File: src/inc/acc_regs.svh
// Register offsets, field positions, reset values and counts of the calibration and control block
`ifndef ACC_REGS_SVH
`define ACC_REGS_SVH

`define ACC_OFS_CTRL     8'h00
`define ACC_OFS_OFFSET   8'h04
`define ACC_OFS_POS      8'h08
`define ACC_OFS_NEG      8'h0C
`define ACC_OFS_DATA     8'h10
`define ACC_OFS_STATUS   8'h14

`define ACC_MODE_HI      11
`define ACC_MODE_LO      9
`define ACC_GAIN_HI      7
`define ACC_GAIN_LO      5
`define ACC_STANDBY_BIT  3
`define ACC_BYTE_ORD_BIT 2

`define ACC_CTRL_RST     24'h000300
`define ACC_OFFSET_RST   24'h000000
`define ACC_FS_RST       24'h400000
`define ACC_COEFF_FRAC   22

`endif

File: src/inc/acc_pkg.sv
// Types shared by the calibration and control block
package acc_pkg;

    typedef enum logic [2:0] {
        ACC_MODE_CONV    = 3'b000,
        ACC_MODE_SELF    = 3'b001,
        ACC_MODE_SYS_OFF = 3'b010,
        ACC_MODE_SYS_FS  = 3'b011
    } acc_mode_e;

    typedef enum logic [1:0] {
        ACC_ST_RUN      = 2'b00,
        ACC_ST_CAL_REQ  = 2'b01,
        ACC_ST_CAL_WAIT = 2'b10
    } acc_state_e;

    typedef struct packed {
        logic        done;
        logic [23:0] offset;
        logic [23:0] pos;
        logic [23:0] neg;
    } acc_cal_res_s;

    typedef struct packed {
        logic        valid;
        logic [23:0] data;
    } acc_sample_s;

endpackage

File: src/core/acc_byte_reg.sv
// Byte-writable register with a hardware load port that wins over software
`timescale 1ns/1ps
module acc_byte_reg #(
    parameter int         W   = 24,
    parameter logic [W-1:0] RST = '0
) (
    input  wire logic         clk_i,
    input  wire logic         rst_i,
    input  wire logic         ce_i,
    input  wire logic         wr_i,
    input  wire logic [W/8-1:0] sel_i,
    input  wire logic [W-1:0] wdat_i,
    input  wire logic         load_i,
    input  wire logic [W-1:0] load_dat_i,
    output logic      [W-1:0] q_o
);
    genvar b;
    generate
        for (b = 0; b < W/8; b++) begin : g_byte
            always_ff @(posedge clk_i) begin
                if (rst_i) begin
                    q_o[b*8 +: 8] <= RST[b*8 +: 8];
                end else if (ce_i && load_i) begin
                    q_o[b*8 +: 8] <= load_dat_i[b*8 +: 8];
                end else if (ce_i && wr_i && sel_i[b]) begin
                    q_o[b*8 +: 8] <= wdat_i[b*8 +: 8];
                end
            end
        end
    endgenerate
endmodule // acc_byte_reg

File: src/core/acc_ctrl_cal.sv
// Control register side effects, calibration coefficients and correction path behind a Wishbone slave
// Function
// [RULE_01] A write to control byte 2 or byte 1 drives the active-low result-valid output high.
// [RULE_02] Such a write with a calibration mode selected reruns that calibration before new data is delivered.
// [RULE_03] A write to control byte 0 alone neither raises result-valid nor starts a calibration; a byte 0 write that sets the standby bit drives it high here.
// [RULE_04] A host that changes gain through byte 0 alone must command a new calibration itself.
// [RULE_05] The host should rewrite the whole control register when changing gain.
// [RULE_06] A 24-bit offset coefficient is held and applied to the filter output.
// [RULE_07] After reset the offset coefficient is loaded with the self calibration result.
// [RULE_08] The offset coefficient makes the corrected output zero for a zero differential input.
// [RULE_09] A 24-bit positive full-scale coefficient sets the slope for positive results.
// [RULE_10] A 24-bit negative full-scale coefficient sets the slope for negative results.
// [RULE_11] After reset both full-scale coefficients are loaded with the self calibration results.
// [RULE_12] Each coefficient is accessed as byte 2 (bits 23:16), byte 1 (15:8) and byte 0 (7:0).
// [RULE_13] The active-low result-valid output goes low when a valid result waits in the data register.
// [RULE_14] The mode field is control bits 11 to 9 and resets to self calibration.
// [RULE_15] The gain field is control bits 7 to 5 and resets to a gain of one.
// [RULE_16] With the byte order bit set multi-byte registers appear in ascending byte order, else descending.
//
// Design decisions made here: the address map and the Wishbone interface to the registers.
`timescale 1ns/1ps
`include "acc_regs.svh"
module acc_ctrl_cal (
    input  wire logic                 clk_i,
    input  wire logic                 rst_i,
    input  wire logic                 ce_i,
    input  wire logic                 wb_cyc_i,
    input  wire logic                 wb_stb_i,
    input  wire logic                 wb_we_i,
    input  wire logic [7:0]           wb_adr_i,
    input  wire logic [3:0]           wb_sel_i,
    input  wire logic [31:0]          wb_dat_i,
    output logic      [31:0]          wb_dat_o,
    output logic                      wb_ack_o,
    input  wire acc_pkg::acc_sample_s  raw_i,
    input  wire acc_pkg::acc_cal_res_s cal_res_i,
    output logic                      cal_start_o,
    output logic      [23:0]          ctrl_o,
    output logic                      result_valid_n_o
);
    localparam int FRAC = `ACC_COEFF_FRAC;

    acc_pkg::acc_state_e state_ff;
    acc_pkg::acc_state_e nxt_state;
    logic        ack_ff;
    logic [31:0] dat_ff;
    logic [23:0] result_ff;
    logic        rvn_ff;
    logic        nxt_rvn;
    logic [23:0] ctrl_q;
    logic [23:0] off_q;
    logic [23:0] pos_q;
    logic [23:0] neg_q;

    function automatic logic [23:0] swap24(input logic [23:0] x);
        swap24 = {x[7:0], x[15:8], x[23:16]};
    endfunction

    function automatic logic is_cal(input logic [2:0] m);
        is_cal = (m == acc_pkg::ACC_MODE_SELF) || (m == acc_pkg::ACC_MODE_SYS_OFF) ||
                 (m == acc_pkg::ACC_MODE_SYS_FS);
    endfunction

    // Bus decode; a write lands only on the edge that also samples ack
    wire         req        = wb_cyc_i & wb_stb_i;
    wire         nxt_ack    = req & ~ack_ff;
    wire         wr_fire    = req & wb_we_i & ack_ff;
    wire         rd_fire    = req & ~wb_we_i & ack_ff;
    wire         byte_order_sel = ctrl_q[`ACC_BYTE_ORD_BIT];
    wire         hit_ctrl   = (wb_adr_i == `ACC_OFS_CTRL);
    wire         hit_off    = (wb_adr_i == `ACC_OFS_OFFSET);
    wire         hit_pos    = (wb_adr_i == `ACC_OFS_POS);
    wire         hit_neg    = (wb_adr_i == `ACC_OFS_NEG);
    wire         hit_data   = (wb_adr_i == `ACC_OFS_DATA);
    wire         hit_stat   = (wb_adr_i == `ACC_OFS_STATUS);
    // Lanes swap so that logical byte 2 is always bits 23:16 inside
    wire [2:0]   sel_l      = byte_order_sel ? {wb_sel_i[0], wb_sel_i[1], wb_sel_i[2]} : wb_sel_i[2:0]; // RULE_16
    wire [23:0]  wdat_l     = byte_order_sel ? swap24(wb_dat_i[23:0]) : wb_dat_i[23:0]; // RULE_16 RULE_12

    // Only the upper control bytes count as a reprogram; byte 0 alone is taken as a gain-only change
    wire         ctrl_hi_wr = wr_fire & hit_ctrl & (sel_l[2] | sel_l[1]); // RULE_01 RULE_03
    wire [2:0]   mode_now   = ctrl_q[`ACC_MODE_HI:`ACC_MODE_LO];
    wire [2:0]   mode_next  = sel_l[1] ? wdat_l[`ACC_MODE_HI:`ACC_MODE_LO] : mode_now; // RULE_14
    wire         standby    = ctrl_q[`ACC_STANDBY_BIT];

    // A calibration that ends in the cycle of a restart is discarded
    wire         cal_end    = (state_ff == acc_pkg::ACC_ST_CAL_WAIT) & cal_res_i.done & ~ctrl_hi_wr;
    wire         load_off   = cal_end & ((mode_now == acc_pkg::ACC_MODE_SELF) ||
                                         (mode_now == acc_pkg::ACC_MODE_SYS_OFF)); // RULE_07
    wire         load_fs    = cal_end & ((mode_now == acc_pkg::ACC_MODE_SELF) ||
                                         (mode_now == acc_pkg::ACC_MODE_SYS_FS)); // RULE_11

    acc_byte_reg #(.W(24), .RST(`ACC_CTRL_RST)) u_ctrl ( // RULE_14 RULE_15
        .clk_i      (clk_i),
        .rst_i      (rst_i),
        .ce_i       (ce_i),
        .wr_i       (wr_fire & hit_ctrl),
        .sel_i      (sel_l),
        .wdat_i     (wdat_l),
        .load_i     (1'b0),
        .load_dat_i (24'h000000),
        .q_o        (ctrl_q)
    );

    acc_byte_reg #(.W(24), .RST(`ACC_OFFSET_RST)) u_off ( // RULE_06 RULE_12
        .clk_i      (clk_i),
        .rst_i      (rst_i),
        .ce_i       (ce_i),
        .wr_i       (wr_fire & hit_off),
        .sel_i      (sel_l),
        .wdat_i     (wdat_l),
        .load_i     (load_off),
        .load_dat_i (cal_res_i.offset),
        .q_o        (off_q)
    );

    acc_byte_reg #(.W(24), .RST(`ACC_FS_RST)) u_pos ( // RULE_09
        .clk_i      (clk_i),
        .rst_i      (rst_i),
        .ce_i       (ce_i),
        .wr_i       (wr_fire & hit_pos),
        .sel_i      (sel_l),
        .wdat_i     (wdat_l),
        .load_i     (load_fs),
        .load_dat_i (cal_res_i.pos),
        .q_o        (pos_q)
    );

    acc_byte_reg #(.W(24), .RST(`ACC_FS_RST)) u_neg ( // RULE_10
        .clk_i      (clk_i),
        .rst_i      (rst_i),
        .ce_i       (ce_i),
        .wr_i       (wr_fire & hit_neg),
        .sel_i      (sel_l),
        .wdat_i     (wdat_l),
        .load_i     (load_fs),
        .load_dat_i (cal_res_i.neg),
        .q_o        (neg_q)
    );

    // Correction: subtract offset, then scale by the slope of the result's own sign
    wire signed [24:0] diff   = $signed({raw_i.data[23], raw_i.data}) - $signed({off_q[23], off_q}); // RULE_08
    wire        [23:0] slope  = diff[24] ? neg_q : pos_q; // RULE_09 RULE_10
    wire signed [49:0] prod   = diff * $signed({1'b0, slope});
    wire        [24:0] scaled = prod[FRAC+24:FRAC];
    // Saturate rather than wrap; a wrapped full-scale result would flip sign
    wire               ovf    = scaled[24] ^ scaled[23];
    wire        [23:0] corr   = ovf ? (scaled[24] ? 24'h800000 : 24'h7FFFFF) : scaled[23:0];
    wire               new_res = raw_i.valid & (state_ff == acc_pkg::ACC_ST_RUN) & ~standby & ~ctrl_hi_wr; // RULE_02

    // Calibration sequencer; reset enters it because the mode field resets to self calibration
    always_comb begin
        nxt_state = state_ff;
        if (ctrl_hi_wr) begin
            nxt_state = is_cal(mode_next) ? acc_pkg::ACC_ST_CAL_REQ : acc_pkg::ACC_ST_RUN; // RULE_02
        end else begin
            case (state_ff)
                acc_pkg::ACC_ST_RUN: nxt_state = acc_pkg::ACC_ST_RUN;
                acc_pkg::ACC_ST_CAL_REQ: nxt_state = acc_pkg::ACC_ST_CAL_WAIT;
                acc_pkg::ACC_ST_CAL_WAIT: begin
                    if (cal_res_i.done) begin
                        nxt_state = acc_pkg::ACC_ST_RUN;
                    end
                end
                default: nxt_state = acc_pkg::ACC_ST_RUN;
            endcase
        end
    end

    // Hardware raise on reprogram beats everything; a fresh result beats the read that empties the register
    always_comb begin
        nxt_rvn = rvn_ff;
        if (ctrl_hi_wr || standby) begin
            nxt_rvn = 1'b1; // RULE_01
        end else if (new_res) begin
            nxt_rvn = 1'b0; // RULE_13
        end else if (rd_fire && hit_data) begin
            nxt_rvn = 1'b1;
        end
    end

    wire [23:0] status = {20'h00000, standby, state_ff, rvn_ff};
    wire [23:0] rdat_l = hit_ctrl ? ctrl_q :
                         hit_off  ? off_q :
                         hit_pos  ? pos_q :
                         hit_neg  ? neg_q :
                         hit_data ? result_ff :
                         hit_stat ? status : 24'h000000;
    wire [23:0] rdat_o = byte_order_sel ? swap24(rdat_l) : rdat_l; // RULE_16

    always_ff @(posedge clk_i) begin
        if (rst_i) begin
            state_ff  <= acc_pkg::ACC_ST_CAL_REQ; // RULE_07 RULE_11
            ack_ff    <= 1'b0;
            dat_ff    <= 32'h00000000;
            result_ff <= 24'h000000;
            rvn_ff    <= 1'b1;
        end else if (ce_i) begin
            state_ff <= nxt_state;
            ack_ff   <= nxt_ack;
            rvn_ff   <= nxt_rvn;
            if (nxt_ack) begin
                dat_ff <= {8'h00, rdat_o};
            end
            if (new_res) begin
                result_ff <= corr; // RULE_06
            end
        end
    end

    assign wb_ack_o         = ack_ff;
    assign wb_dat_o         = dat_ff;
    assign cal_start_o      = (state_ff == acc_pkg::ACC_ST_CAL_REQ);
    assign ctrl_o           = ctrl_q;
    assign result_valid_n_o = rvn_ff;

    chk_ctrl_hi_result_valid_n: assert property (@(posedge clk_i) disable iff (rst_i) // RULE_01
        (ce_i && ctrl_hi_wr) |=> result_valid_n_o)
        else $error("result valid not raised by upper control write");

    chk_recal_start: assert property (@(posedge clk_i) disable iff (rst_i) // RULE_02
        (ce_i && ctrl_hi_wr && is_cal(mode_next)) |=> cal_start_o && !new_res)
        else $error("calibration not restarted by upper control write");

    chk_byte0_quiet: assert property (@(posedge clk_i) disable iff (rst_i) // RULE_03
        (ce_i && wr_fire && hit_ctrl && sel_l == 3'b001 && !result_valid_n_o && !standby &&
         !wdat_l[`ACC_STANDBY_BIT] && state_ff == acc_pkg::ACC_ST_RUN)
        |=> !result_valid_n_o && state_ff == acc_pkg::ACC_ST_RUN)
        else $error("byte 0 write disturbed result valid or calibration");

    chk_offset_load: assert property (@(posedge clk_i) disable iff (rst_i) // RULE_07
        (ce_i && cal_end && mode_now == acc_pkg::ACC_MODE_SELF) |=> off_q == $past(cal_res_i.offset))
        else $error("offset not loaded from self calibration");

    chk_fs_load: assert property (@(posedge clk_i) disable iff (rst_i) // RULE_11
        (ce_i && cal_end && mode_now == acc_pkg::ACC_MODE_SELF)
        |=> pos_q == $past(cal_res_i.pos) && neg_q == $past(cal_res_i.neg))
        else $error("full scale coefficients not loaded from self calibration");

    chk_zero_out: assert property (@(posedge clk_i) disable iff (rst_i) // RULE_08
        (ce_i && new_res && raw_i.data == off_q) |=> result_ff == 24'h000000)
        else $error("zero input does not give zero output");

    chk_slope_sel: assert property (@(posedge clk_i) disable iff (rst_i) // RULE_10
        (ce_i && new_res && $signed(raw_i.data) < $signed(off_q)) |-> slope == neg_q)
        else $error("negative result not scaled by negative coefficient");

    chk_result_valid_n_set: assert property (@(posedge clk_i) disable iff (rst_i) // RULE_13
        (ce_i && new_res) |=> !result_valid_n_o ##1 (!result_valid_n_o || $past(ce_i)))
        else $error("result valid not asserted for new result");

    chk_mode_reset: assert property (@(posedge clk_i) // RULE_14
        $past(rst_i) && !rst_i |-> ctrl_q[`ACC_MODE_HI:`ACC_MODE_LO] == acc_pkg::ACC_MODE_SELF &&
                                  ctrl_q[`ACC_GAIN_HI:`ACC_GAIN_LO] == 3'b000 && cal_start_o)
        else $error("control reset value wrong");

    chk_wb_ack: assert property (@(posedge clk_i) disable iff (rst_i)
        (ce_i && req && !ack_ff) |=> wb_ack_o ##1 (!wb_ack_o || !$past(ce_i)))
        else $error("wishbone ack not a single cycle after request");

    chk_byte0_no_cal: assert property (@(posedge clk_i) disable iff (rst_i) // RULE_03
        (ce_i && wr_fire && hit_ctrl && sel_l == 3'b001 && state_ff == acc_pkg::ACC_ST_RUN) |=> !cal_start_o)
        else $error("byte 0 write started a calibration");

    chk_cal_no_data: assert property (@(posedge clk_i) disable iff (rst_i) // RULE_02
        (ce_i && state_ff != acc_pkg::ACC_ST_RUN && result_valid_n_o) |=> result_valid_n_o)
        else $error("result delivered before calibration finished");

    chk_cal_pulse: assert property (@(posedge clk_i) disable iff (rst_i) // RULE_02
        (ce_i && cal_start_o && !ctrl_hi_wr) |=> !cal_start_o)
        else $error("calibration start longer than one cycle");

    chk_offset_hold: assert property (@(posedge clk_i) disable iff (rst_i) // RULE_06
        (!load_off && !(wr_fire && hit_off)) |=> $stable(off_q))
        else $error("offset coefficient changed without load or write");

    chk_pos_hold: assert property (@(posedge clk_i) disable iff (rst_i) // RULE_09
        (!load_fs && !(wr_fire && hit_pos)) |=> $stable(pos_q))
        else $error("positive coefficient changed without load or write");

    chk_neg_hold: assert property (@(posedge clk_i) disable iff (rst_i) // RULE_10
        (!load_fs && !(wr_fire && hit_neg)) |=> $stable(neg_q))
        else $error("negative coefficient changed without load or write");

    chk_sys_off_load: assert property (@(posedge clk_i) disable iff (rst_i) // RULE_06
        (ce_i && cal_end && mode_now == acc_pkg::ACC_MODE_SYS_OFF && !(wr_fire && hit_pos))
        |=> off_q == $past(cal_res_i.offset) && $stable(pos_q))
        else $error("system offset calibration loaded the wrong registers");

    chk_sys_fs_load: assert property (@(posedge clk_i) disable iff (rst_i) // RULE_09
        (ce_i && cal_end && mode_now == acc_pkg::ACC_MODE_SYS_FS && !(wr_fire && hit_off))
        |=> pos_q == $past(cal_res_i.pos) && neg_q == $past(cal_res_i.neg) && $stable(off_q))
        else $error("system full scale calibration loaded the wrong registers");

    chk_lane_full: assert property (@(posedge clk_i) disable iff (rst_i) // RULE_12
        (ce_i && wr_fire && hit_off && sel_l == 3'b111 && !load_off) |=> off_q == $past(wdat_l))
        else $error("full offset write not stored");

    chk_lane_byte0: assert property (@(posedge clk_i) disable iff (rst_i) // RULE_12
        (ce_i && wr_fire && hit_off && sel_l == 3'b001 && !load_off)
        |=> off_q[23:8] == $past(off_q[23:8]) && off_q[7:0] == $past(wdat_l[7:0]))
        else $error("byte 0 offset write touched the wrong lanes");

    chk_order_read: assert property (@(posedge clk_i) disable iff (rst_i) // RULE_16
        (ce_i && nxt_ack && hit_off && byte_order_sel)
        |=> wb_dat_o[23:0] == {$past(off_q[7:0]), $past(off_q[15:8]), $past(off_q[23:16])})
        else $error("offset read not in ascending byte order");

    chk_gain_write: assert property (@(posedge clk_i) disable iff (rst_i) // RULE_15
        (ce_i && wr_fire && hit_ctrl && sel_l[0])
        |=> ctrl_q[`ACC_GAIN_HI:`ACC_GAIN_LO] == $past(wdat_l[`ACC_GAIN_HI:`ACC_GAIN_LO]))
        else $error("gain field not written from byte 0");

    chk_standby_high: assert property (@(posedge clk_i) disable iff (rst_i) // RULE_13
        (ce_i && standby) |=> result_valid_n_o)
        else $error("result valid asserted in standby");
endmodule // acc_ctrl_cal

File: config.mk
export PLATFORM = sky130hd
export DESIGN_NAME = acc_ctrl_cal
export DESIGN_NICKNAME = d
export VERILOG_FILES = /design/src/inc/acc_pkg.sv /design/src/core/acc_byte_reg.sv /design/src/core/acc_ctrl_cal.sv
export VERILOG_INCLUDE_DIRS = /design/src /design/src/inc
export SDC_FILE = /design/constraint.sdc
export NUM_CORES = 2
export LEC_CHECK = 0
export ABC_AREA = 1
export BUFFER_PORTS_ARGS = -buffer_cell sky130_fd_sc_hd__buf_2
export CAP_MARGIN = 20
export CORE_MARGIN = 2
export CORE_UTILIZATION = 45
export CTS_BUF_LIST = sky130_fd_sc_hd__clkbuf_4 sky130_fd_sc_hd__clkbuf_8 sky130_fd_sc_hd__clkbuf_16
export CTS_CLUSTER_DIAMETER = 40
export CTS_CLUSTER_SIZE = 24
export DETAILED_ROUTE_END_ITERATION = 7
export PLACE_DENSITY_LB_ADDON = 0.3
export RECOVER_POWER = 25
export SLEW_MARGIN = 0
export SYNTH_ARGS = -nofsm -noshare
export SYNTH_HDL_FRONTEND = slang
export SYNTH_SLANG_ARGS = --single-unit
File: constraint.sdc
create_clock -name clk_i -period 11.35 [get_ports clk_i]
set_input_delay 1.7025 -clock clk_i [delete_from_list [all_inputs] [get_ports clk_i]]
set_output_delay 1.7025 -clock clk_i [all_outputs]
set_load 0.01 [all_outputs]
Yosys cells after proc, flatten, opt, wreduce, memory -nomap -nowiden
Cells that the tools add are included.
{"block": "word_totals", "reg_bits": 148, "latch_bits": 0, "mem_bits_rw": 0, "rom_bits": 0, "in_bits": 148, "output_inout_bits": 59, "word_cells": 135, "memories": 0}
{"block": "classes", "add_sub_neg": 1, "multipliers": 1, "div": 0, "n_lt_le_gt_ge": 0, "eq_ne": 14, "n_shift": 0, "mux": 38, "bitwise": 24, "reduce_logical": 40}
{"op": "24-bit two-way mux", "count": 10}
{"op": "8-bit two-way mux", "count": 18}
{"op": "25-bit by 25-bit multiplier with 47-bit output", "count": 1}
{"op": "24-bit by 24-bit subtractor with 25-bit output", "count": 1}
{"op": "1-bit logical AND", "count": 19}
{"op": "1-bit bitwise AND", "count": 18}
{"op": "2-bit nonzero test", "count": 9}
{"op": "8-bit by 4-bit equality test with 1-bit output, second input constant", "count": 2}
{"op": "8-bit by 5-bit equality test with 1-bit output, second input constant", "count": 2}
{"op": "3-bit by 2-bit equality test with 1-bit output, second input constant", "count": 4}
{"op": "8-bit by 3-bit equality test with 1-bit output, second input constant", "count": 1}
{"op": "8-bit logical NOT", "count": 1}
{"op": "2-bit AND reduction", "count": 4}
{"op": "3-bit by 1-bit equality test with 1-bit output, second input constant", "count": 2}
{"op": "3-bit two-way mux", "count": 2}
{"op": "1-bit logical OR", "count": 5}
{"op": "1-bit two-way mux", "count": 4}
{"op": "2-bit two-way mux", "count": 2}
{"op": "4-bit two-way mux", "count": 1}
{"op": "1-bit inverter", "count": 4}
{"op": "2-bit one-hot mux with 2 select lines", "count": 1}
{"op": "3-bit inequality test, second input constant", "count": 1}
{"op": "3-bit nonzero test", "count": 1}
{"op": "2-bit by 1-bit equality test with 1-bit output, second input constant", "count": 1}
{"op": "4 further kinds", "count": 4}

Longest topological paths before layout
{"block": "logic_depth", "ltp_word": 10, "ltp_mapped": 50, "ltp_nobuf": 48}

By module
Synthesis repeated with hierarchy kept, for this count alone.
{"block": "hier_totals", "hier_cells": 4360, "area_unflattened_um2": 32097.0}
{"module": "acc_ctrl_cal", "instances": 1, "cells_each": 3408, "area_per_inst_um2": 26252.7}
{"module": "acc_byte_reg (u_neg ...)", "instances": 2, "cells_each": 238, "area_per_inst_um2": 1457.6}
{"module": "acc_byte_reg (u_off)", "instances": 1, "cells_each": 240, "area_per_inst_um2": 1465.2}
{"module": "acc_byte_reg (u_ctrl)", "instances": 1, "cells_each": 236, "area_per_inst_um2": 1463.9}

Worst setup path before layout
OpenSTA, ideal clock, no wires.
{"block": "synth_timing", "kind": "input-to-reg", "from": "in raw_i[0] in the netlist's numbering", "to": "reg result_ff[0]", "setup_ns": 0.122, "arrival_time_ns": 9.753, "required_time_ns": 11.228, "setup_slack_ns": 1.475, "cell_stages": 41, "path_cell_list": "inv_1 ha_1 inv_1 fa_1 nand2_1 nand2_1 nand3_1 nand2_1 a21oi_1 inv_1 a31oi_1 inv_1 a21oi_1 o311ai_0 xnor2_1 buf_2 nor2_1 fa_1 [5 not listed] fa_1 fa_1 inv_1 fa_1 inv_1 ha_1 a21oi_1 inv_1 a21oi_1 o21a_1 o21ai_0 a221oi_1 nand2_1 nand2_1 nand2_1 a21oi_4 buf_6 a21oi_2"}
{"block": "synth_via", "elab_chain_cells": 5, "elab_cells_between_ends": 6}
{"element": "from (decl)", "line_no": "acc_ctrl_cal.sv:35", "rtl": "input wire acc_pkg::acc_sample_s raw_i,"}
{"element": "24-bit by 24-bit subtractor with 25-bit output (*)", "line_no": "acc_ctrl_cal.sv:142", "rtl": "wire signed [24:0] diff = $signed({raw_i.data[23], raw_i.data}) - $signed({off_q[23], off_q});"}
{"element": "24-bit two-way mux", "line_no": "acc_ctrl_cal.sv:143", "rtl": "wire [23:0] slope = diff[24] ? neg_q : pos_q;"}
{"element": "25-bit by 25-bit multiplier with 47-bit output (*)", "line_no": "acc_ctrl_cal.sv:144", "rtl": "wire signed [49:0] prod = diff * $signed({1'b0, slope});"}
{"element": "24-bit two-way mux / 1-bit bitwise XOR (equally long branches)", "line_no": "acc_ctrl_cal.sv:148, acc_ctrl_cal.sv:147"}
{"element": "24-bit two-way mux (*)", "line_no": "acc_ctrl_cal.sv:148", "rtl": "wire [23:0] corr = ovf ? (scaled[24] ? 24'h800000 : 24'h7FFFFF) : scaled[23:0];"}
{"element": "to (signal assigned)", "line_no": "acc_ctrl_cal.sv:206", "rtl": "result_ff <= corr;"}
{"element": "to (decl)", "line_no": "acc_ctrl_cal.sv:47", "rtl": "logic [23:0] result_ff;"}
Mark *: on every way between the ends. The rest lies on a longest branch, timed or not.
A chain may end at the register's enable or synchronous reset.

Worst setup path in the final report
{"block": "layout_timing", "from": "in raw_i[0] in the netlist's numbering", "to": "reg result_ff[21]"}
Same word-level chain as after synthesis.

==> metrics.txt <==
# TYPE chip_impl_metric gauge
chip_impl_metric{name="grt.total_usage",unit="%"} 30.1
chip_impl_metric{name="syn_avg_cell_area",unit="um2"} 7.72
chip_impl_metric{name="numCtsBuffers",unit=""} 17
chip_impl_info{name="layout.cells.most_common_list",value="sky130_fd_sc_hd__inv_1, sky130_fd_sc_hd__fa_1, sky130_fd_sc_hd__nand2_1"} 1
chip_impl_info{name="hold_path_class",value="register to register"} 1
chip_impl_metric{name="grt_antenna_before_repair",unit=""} 3
chip_impl_info{name="worst_min_delay_path_startpoint",value="wb_dat_o[21]$_SDFFE_PP0P_"} 1
chip_impl_metric{name="max_h_tree_level",unit=""} 4
chip_impl_metric{name="floorplan.die_area",unit="mm2"} 0.0690
chip_impl_metric{name="core_area",unit="mm2"} 0.0660
chip_impl_metric{name="cts_sinks",unit=""} 148
chip_impl_metric{name="globalplace.congestion",unit=""} 1.00
chip_impl_metric{name="detail_route.drc_violations",unit=""} 0
chip_impl_metric{name="yosys_register_bits",unit=""} 148
chip_impl_metric{name="synth.top_cell.area_share",unit="%"} 40.3
chip_impl_info{name="clock_root_buffer_master",value="sky130_fd_sc_hd__clkbuf_16"} 1
chip_impl_metric{name="synth_enable_flop_cells",unit=""} 0
chip_impl_info{name="worst_path_most_repeated_cell",value="sky130_fd_sc_hd__inv_1"} 1
chip_impl_info{name="status",value="finished clean"} 1
chip_impl_metric{name="synth.cell_area",unit="mm2"} 0.0301
chip_impl_metric{name="yosysWarnings",unit=""} 0
chip_impl_metric{name="worst_path_largest_cell_delay",unit="ns"} 0.58
chip_impl_metric{name="worst_slack",unit="ns"} 0.627
chip_impl_info{name="synth_flop_type",value="sky130_fd_sc_hd__dfxtp_1"} 1
chip_impl_info{name="tritoncts",value="done"} 1
chip_impl_metric{name="synthesized_instance_count",unit=""} 3900
chip_impl_metric{name="first_iteration_detailed_routing_drc_count",unit=""} 2491
chip_impl_metric{name="cp.required",unit="ns"} 11.72
chip_impl_info{name="worstReg2RegStart",value="u_off.q_o[0]$_SDFFE_PP0P_"} 1
chip_impl_metric{name="min_delay_path_depth",unit=""} 2
chip_impl_metric{name="detail_route.first_pass.iterations",unit=""} 8
chip_impl_metric{name="yosys_cell_types",unit=""} 55
chip_impl_metric{name="finalHoldViolations",unit=""} 0
chip_impl_metric{name="grt_pass1_vias",unit=""} 26700
chip_impl_metric{name="die_height",unit="um"} 263
chip_impl_info{name="whs_endpoint",value="wb_dat_o[21]$_SDFFE_PP0P_"} 1
chip_impl_metric{name="wl_per_cell",unit="um"} 20.7
chip_impl_metric{name="ios",unit=""} 207
chip_impl_info{name="post-synth-top-area-cell",value="sky130_fd_sc_hd__fa_1"} 1
chip_impl_info{name="end_kind",value="register"} 1
chip_impl_metric{name="clkLatencyLatePin",unit="ns"} 0.44
chip_impl_metric{name="critPathMaxFanout",unit=""} 23
chip_impl_metric{name="place_worst_setup_slack",unit="ns"} 0.218
chip_impl_metric{name="fin_setup_tns",unit="ns"} 0
chip_impl_metric{name="fillCellCount",unit=""} 6528
chip_impl_metric{name="via_count",unit=""} 26800
chip_impl_metric{name="die_w",unit="um"} 263
chip_impl_metric{name="area_growth_syn_to_layout",unit="%"} 9.74
chip_impl_metric{name="worst_ep_arrival_time",unit="ns"} 11.10
chip_impl_metric{name="share_of_layout_cells_above_drive_strength_1",unit="%"} 8.61
chip_impl_metric{name="fmax",unit="GHz"} 0.0933
chip_impl_metric{name="worstRegToRegCells",unit=""} 41
chip_impl_info{name="cpMaxStageDelayCell",value="sky130_fd_sc_hd__fa_1"} 1
chip_impl_metric{name="post-dp-hpwl",unit="mm"} 85.0
chip_impl_metric{name="cts_hold_buf",unit=""} 0
chip_impl_metric{name="grt_first_pass_wirelength",unit="mm"} 158
chip_impl_metric{name="report.final.setup_viol",unit=""} 0
chip_impl_metric{name="slew_viol_final",unit=""} 0
chip_impl_metric{name="std_cell_rows",unit=""} 94
chip_impl_metric{name="maxCapViolCount",unit=""} 0
chip_impl_metric{name="final_antenna_net_count",unit=""} 0
chip_impl_metric{name="port-buffer-count",unit=""} 189
chip_impl_metric{name="gr-total-overflow",unit=""} 0
chip_impl_info{name="cp-start-kind",value="primary input"} 1
chip_impl_metric{name="final.min_clock_period",unit="ns"} 10.72
chip_impl_metric{name="final_nets",unit=""} 4973
chip_impl_metric{name="post-route-util",unit="%"} 50.1
chip_impl_metric{name="synthArstFlopShare",unit="%"} 0
chip_impl_metric{name="cts_max_path_buffers",unit=""} 2
chip_impl_metric{name="worst_clock_skew",unit="ns"} 0.00879
chip_impl_metric{name="ys_seq_area_share",unit="%"} 9.84
chip_impl_info{name="r2r_end",value="result_ff[21]$_SDFFE_PP0P_"} 1
chip_impl_metric{name="initial_utilization",unit="%"} 45.6
chip_impl_info{name="post_synth_main_area_contributors",value="sky130_fd_sc_hd__fa_1, sky130_fd_sc_hd__inv_1, sky130_fd_sc_hd__dfxtp_1"} 1
chip_impl_metric{name="clk_pin_slew",unit="ns"} 0.06
chip_impl_metric{name="grt_max_degree",unit=""} 109
chip_impl_metric{name="maxSlewHeadroom",unit="%"} 26.2
chip_impl_metric{name="post-route-period-util",unit="%"} 94.5
chip_impl_info{name="crit_type",value="primary input to register"} 1
chip_impl_info{name="setup_repair_after_global_routing_missed_its_margin",value="no"} 1
chip_impl_metric{name="postRouteWirelength",unit="mm"} 102
chip_impl_info{name="layout.cells.most_common",value="sky130_fd_sc_hd__inv_1"} 1
chip_impl_metric{name="detail_route.vias_per_cell",unit=""} 5.42
chip_impl_metric{name="tightestPinTransition",unit="ns"} 1.10
chip_impl_metric{name="reg2reg_setup_slack",unit="ns"} 1.46
-- Yosys cell counts (18+ instances only) --
| library cell | count |
|---|---|
| sky130_fd_sc_hd__inv_1 | 939 |
| sky130_fd_sc_hd__fa_1 | 607 |
| sky130_fd_sc_hd__nand2_1 | 596 |
| sky130_fd_sc_hd__nor2_1 | 512 |
| sky130_fd_sc_hd__o21ai_0 | 211 |
| sky130_fd_sc_hd__a21oi_1 | 172 |
| sky130_fd_sc_hd__ha_1 | 156 |
| sky130_fd_sc_hd__dfxtp_1 | 148 |
| sky130_fd_sc_hd__clkbuf_1 | 147 |
| sky130_fd_sc_hd__nand4_1 | 57 |
| sky130_fd_sc_hd__a31oi_1 | 51 |
| sky130_fd_sc_hd__nand3_1 | 51 |
| sky130_fd_sc_hd__xor2_1 | 35 |
| sky130_fd_sc_hd__a221oi_1 | 24 |
| sky130_fd_sc_hd__a21oi_2 | 20 |
| sky130_fd_sc_hd__o221ai_1 | 19 |
| sky130_fd_sc_hd__xnor2_1 | 19 |
| sky130_fd_sc_hd__o211ai_1 | 18 |
-- metrics by stage --
stage	std cells	area, um2	hold WS, ns
global placement	4906	32500	0.450
detailed placement	4907	32500	0.452
floorplan	3907	30100	0.444
finish	4940	33100	0.466
CTS	4939	33100	0.462
global route	4940	33100	0.486
-- layout make-up --
| type | instances | area, um2 | area share [%] |
|---|---|---|---|
| Sequential cell | 148 | 2960 | 8.96 |
| Multi-Input combinational cell | 2640 | 23000 | 69.5 |
| Inverter | 949 | 3560 | 10.8 |
| Clock inverter | 9 | 116 | 0.352 |
| Timing Repair Buffer | 306 | 1840 | 5.56 |
| Clock buffer | 23 | 502 | 1.52 |
| Tap cell | 864 | 1080 | 3.27 |
| Antenna cell | 1 | 2.50 | 0.00757 |
-- worst max path at each step --
stage	cells past startpoint	slack [ns]	from	end
finish	43	0.63	raw_i[0]	result_ff[21]$_SDFFE_PP0P_
global route	48	0.06	raw_i[0]	result_ff[21]$_SDFFE_PP0P_
CTS	43	0.64	raw_i[0]	result_ff[21]$_SDFFE_PP0P_
floorplan	41	1.48	raw_i[0]	result_ff[0]$_SDFFE_PP0P_
global placement	43	0.30	raw_i[0]	result_ff[21]$_SDFFE_PP0P_
detailed placement	43	0.22	raw_i[0]	result_ff[21]$_SDFFE_PP0P_
-- flip-flops by register name, indices dropped and copies added, names as in the netlist --
register,cells
state_ff,2
u_neg.q_o,24
result_valid_n_o,1
wb_dat_o,24
u_ctrl.q_o,24
u_pos.q_o,24
result_ff,24
u_off.q_o,24
wb_ack_o,1
-- per-layer routing --
layer / global-route usage, % / routed length, um
met4: 12.5 / 5080
met1: 41.9 / 42400
met5: 0 / 13
met2: 47.9 / 46200
met3: 3.39 / 8570
-- worst max-delay path, delay by kind of cell --
kind | cells | cell delay [ns]
simple gates | 11 | 1.35
fa+ha+maj | 10 | 4.35
compound gates | 10 | 2.33
buf+inv | 11 | 1.03
xor+xnor | 1 | 0.32
-- timing repair --
item,in CTS,in global routing
setup endpoints to repair,0,1
buffers inserted,0,0
hold endpoints to repair,0,0
resized for setup,0,1
-- logic make-up after synthesis --
logic type                 share of synthesized area (%)
other                                             0.0125
adders and majority gates                           46.8
and+or+nand+nor                                     16.7
DFF                                                 9.84
buffers and inverters                               14.2
xor gates and xnor gates                            1.57
AOI/OAI and AO/OA                                   10.8
Power is not shown: default switching activity piles up to over one toggle a cycle in this logic, so the estimate is an artifact.
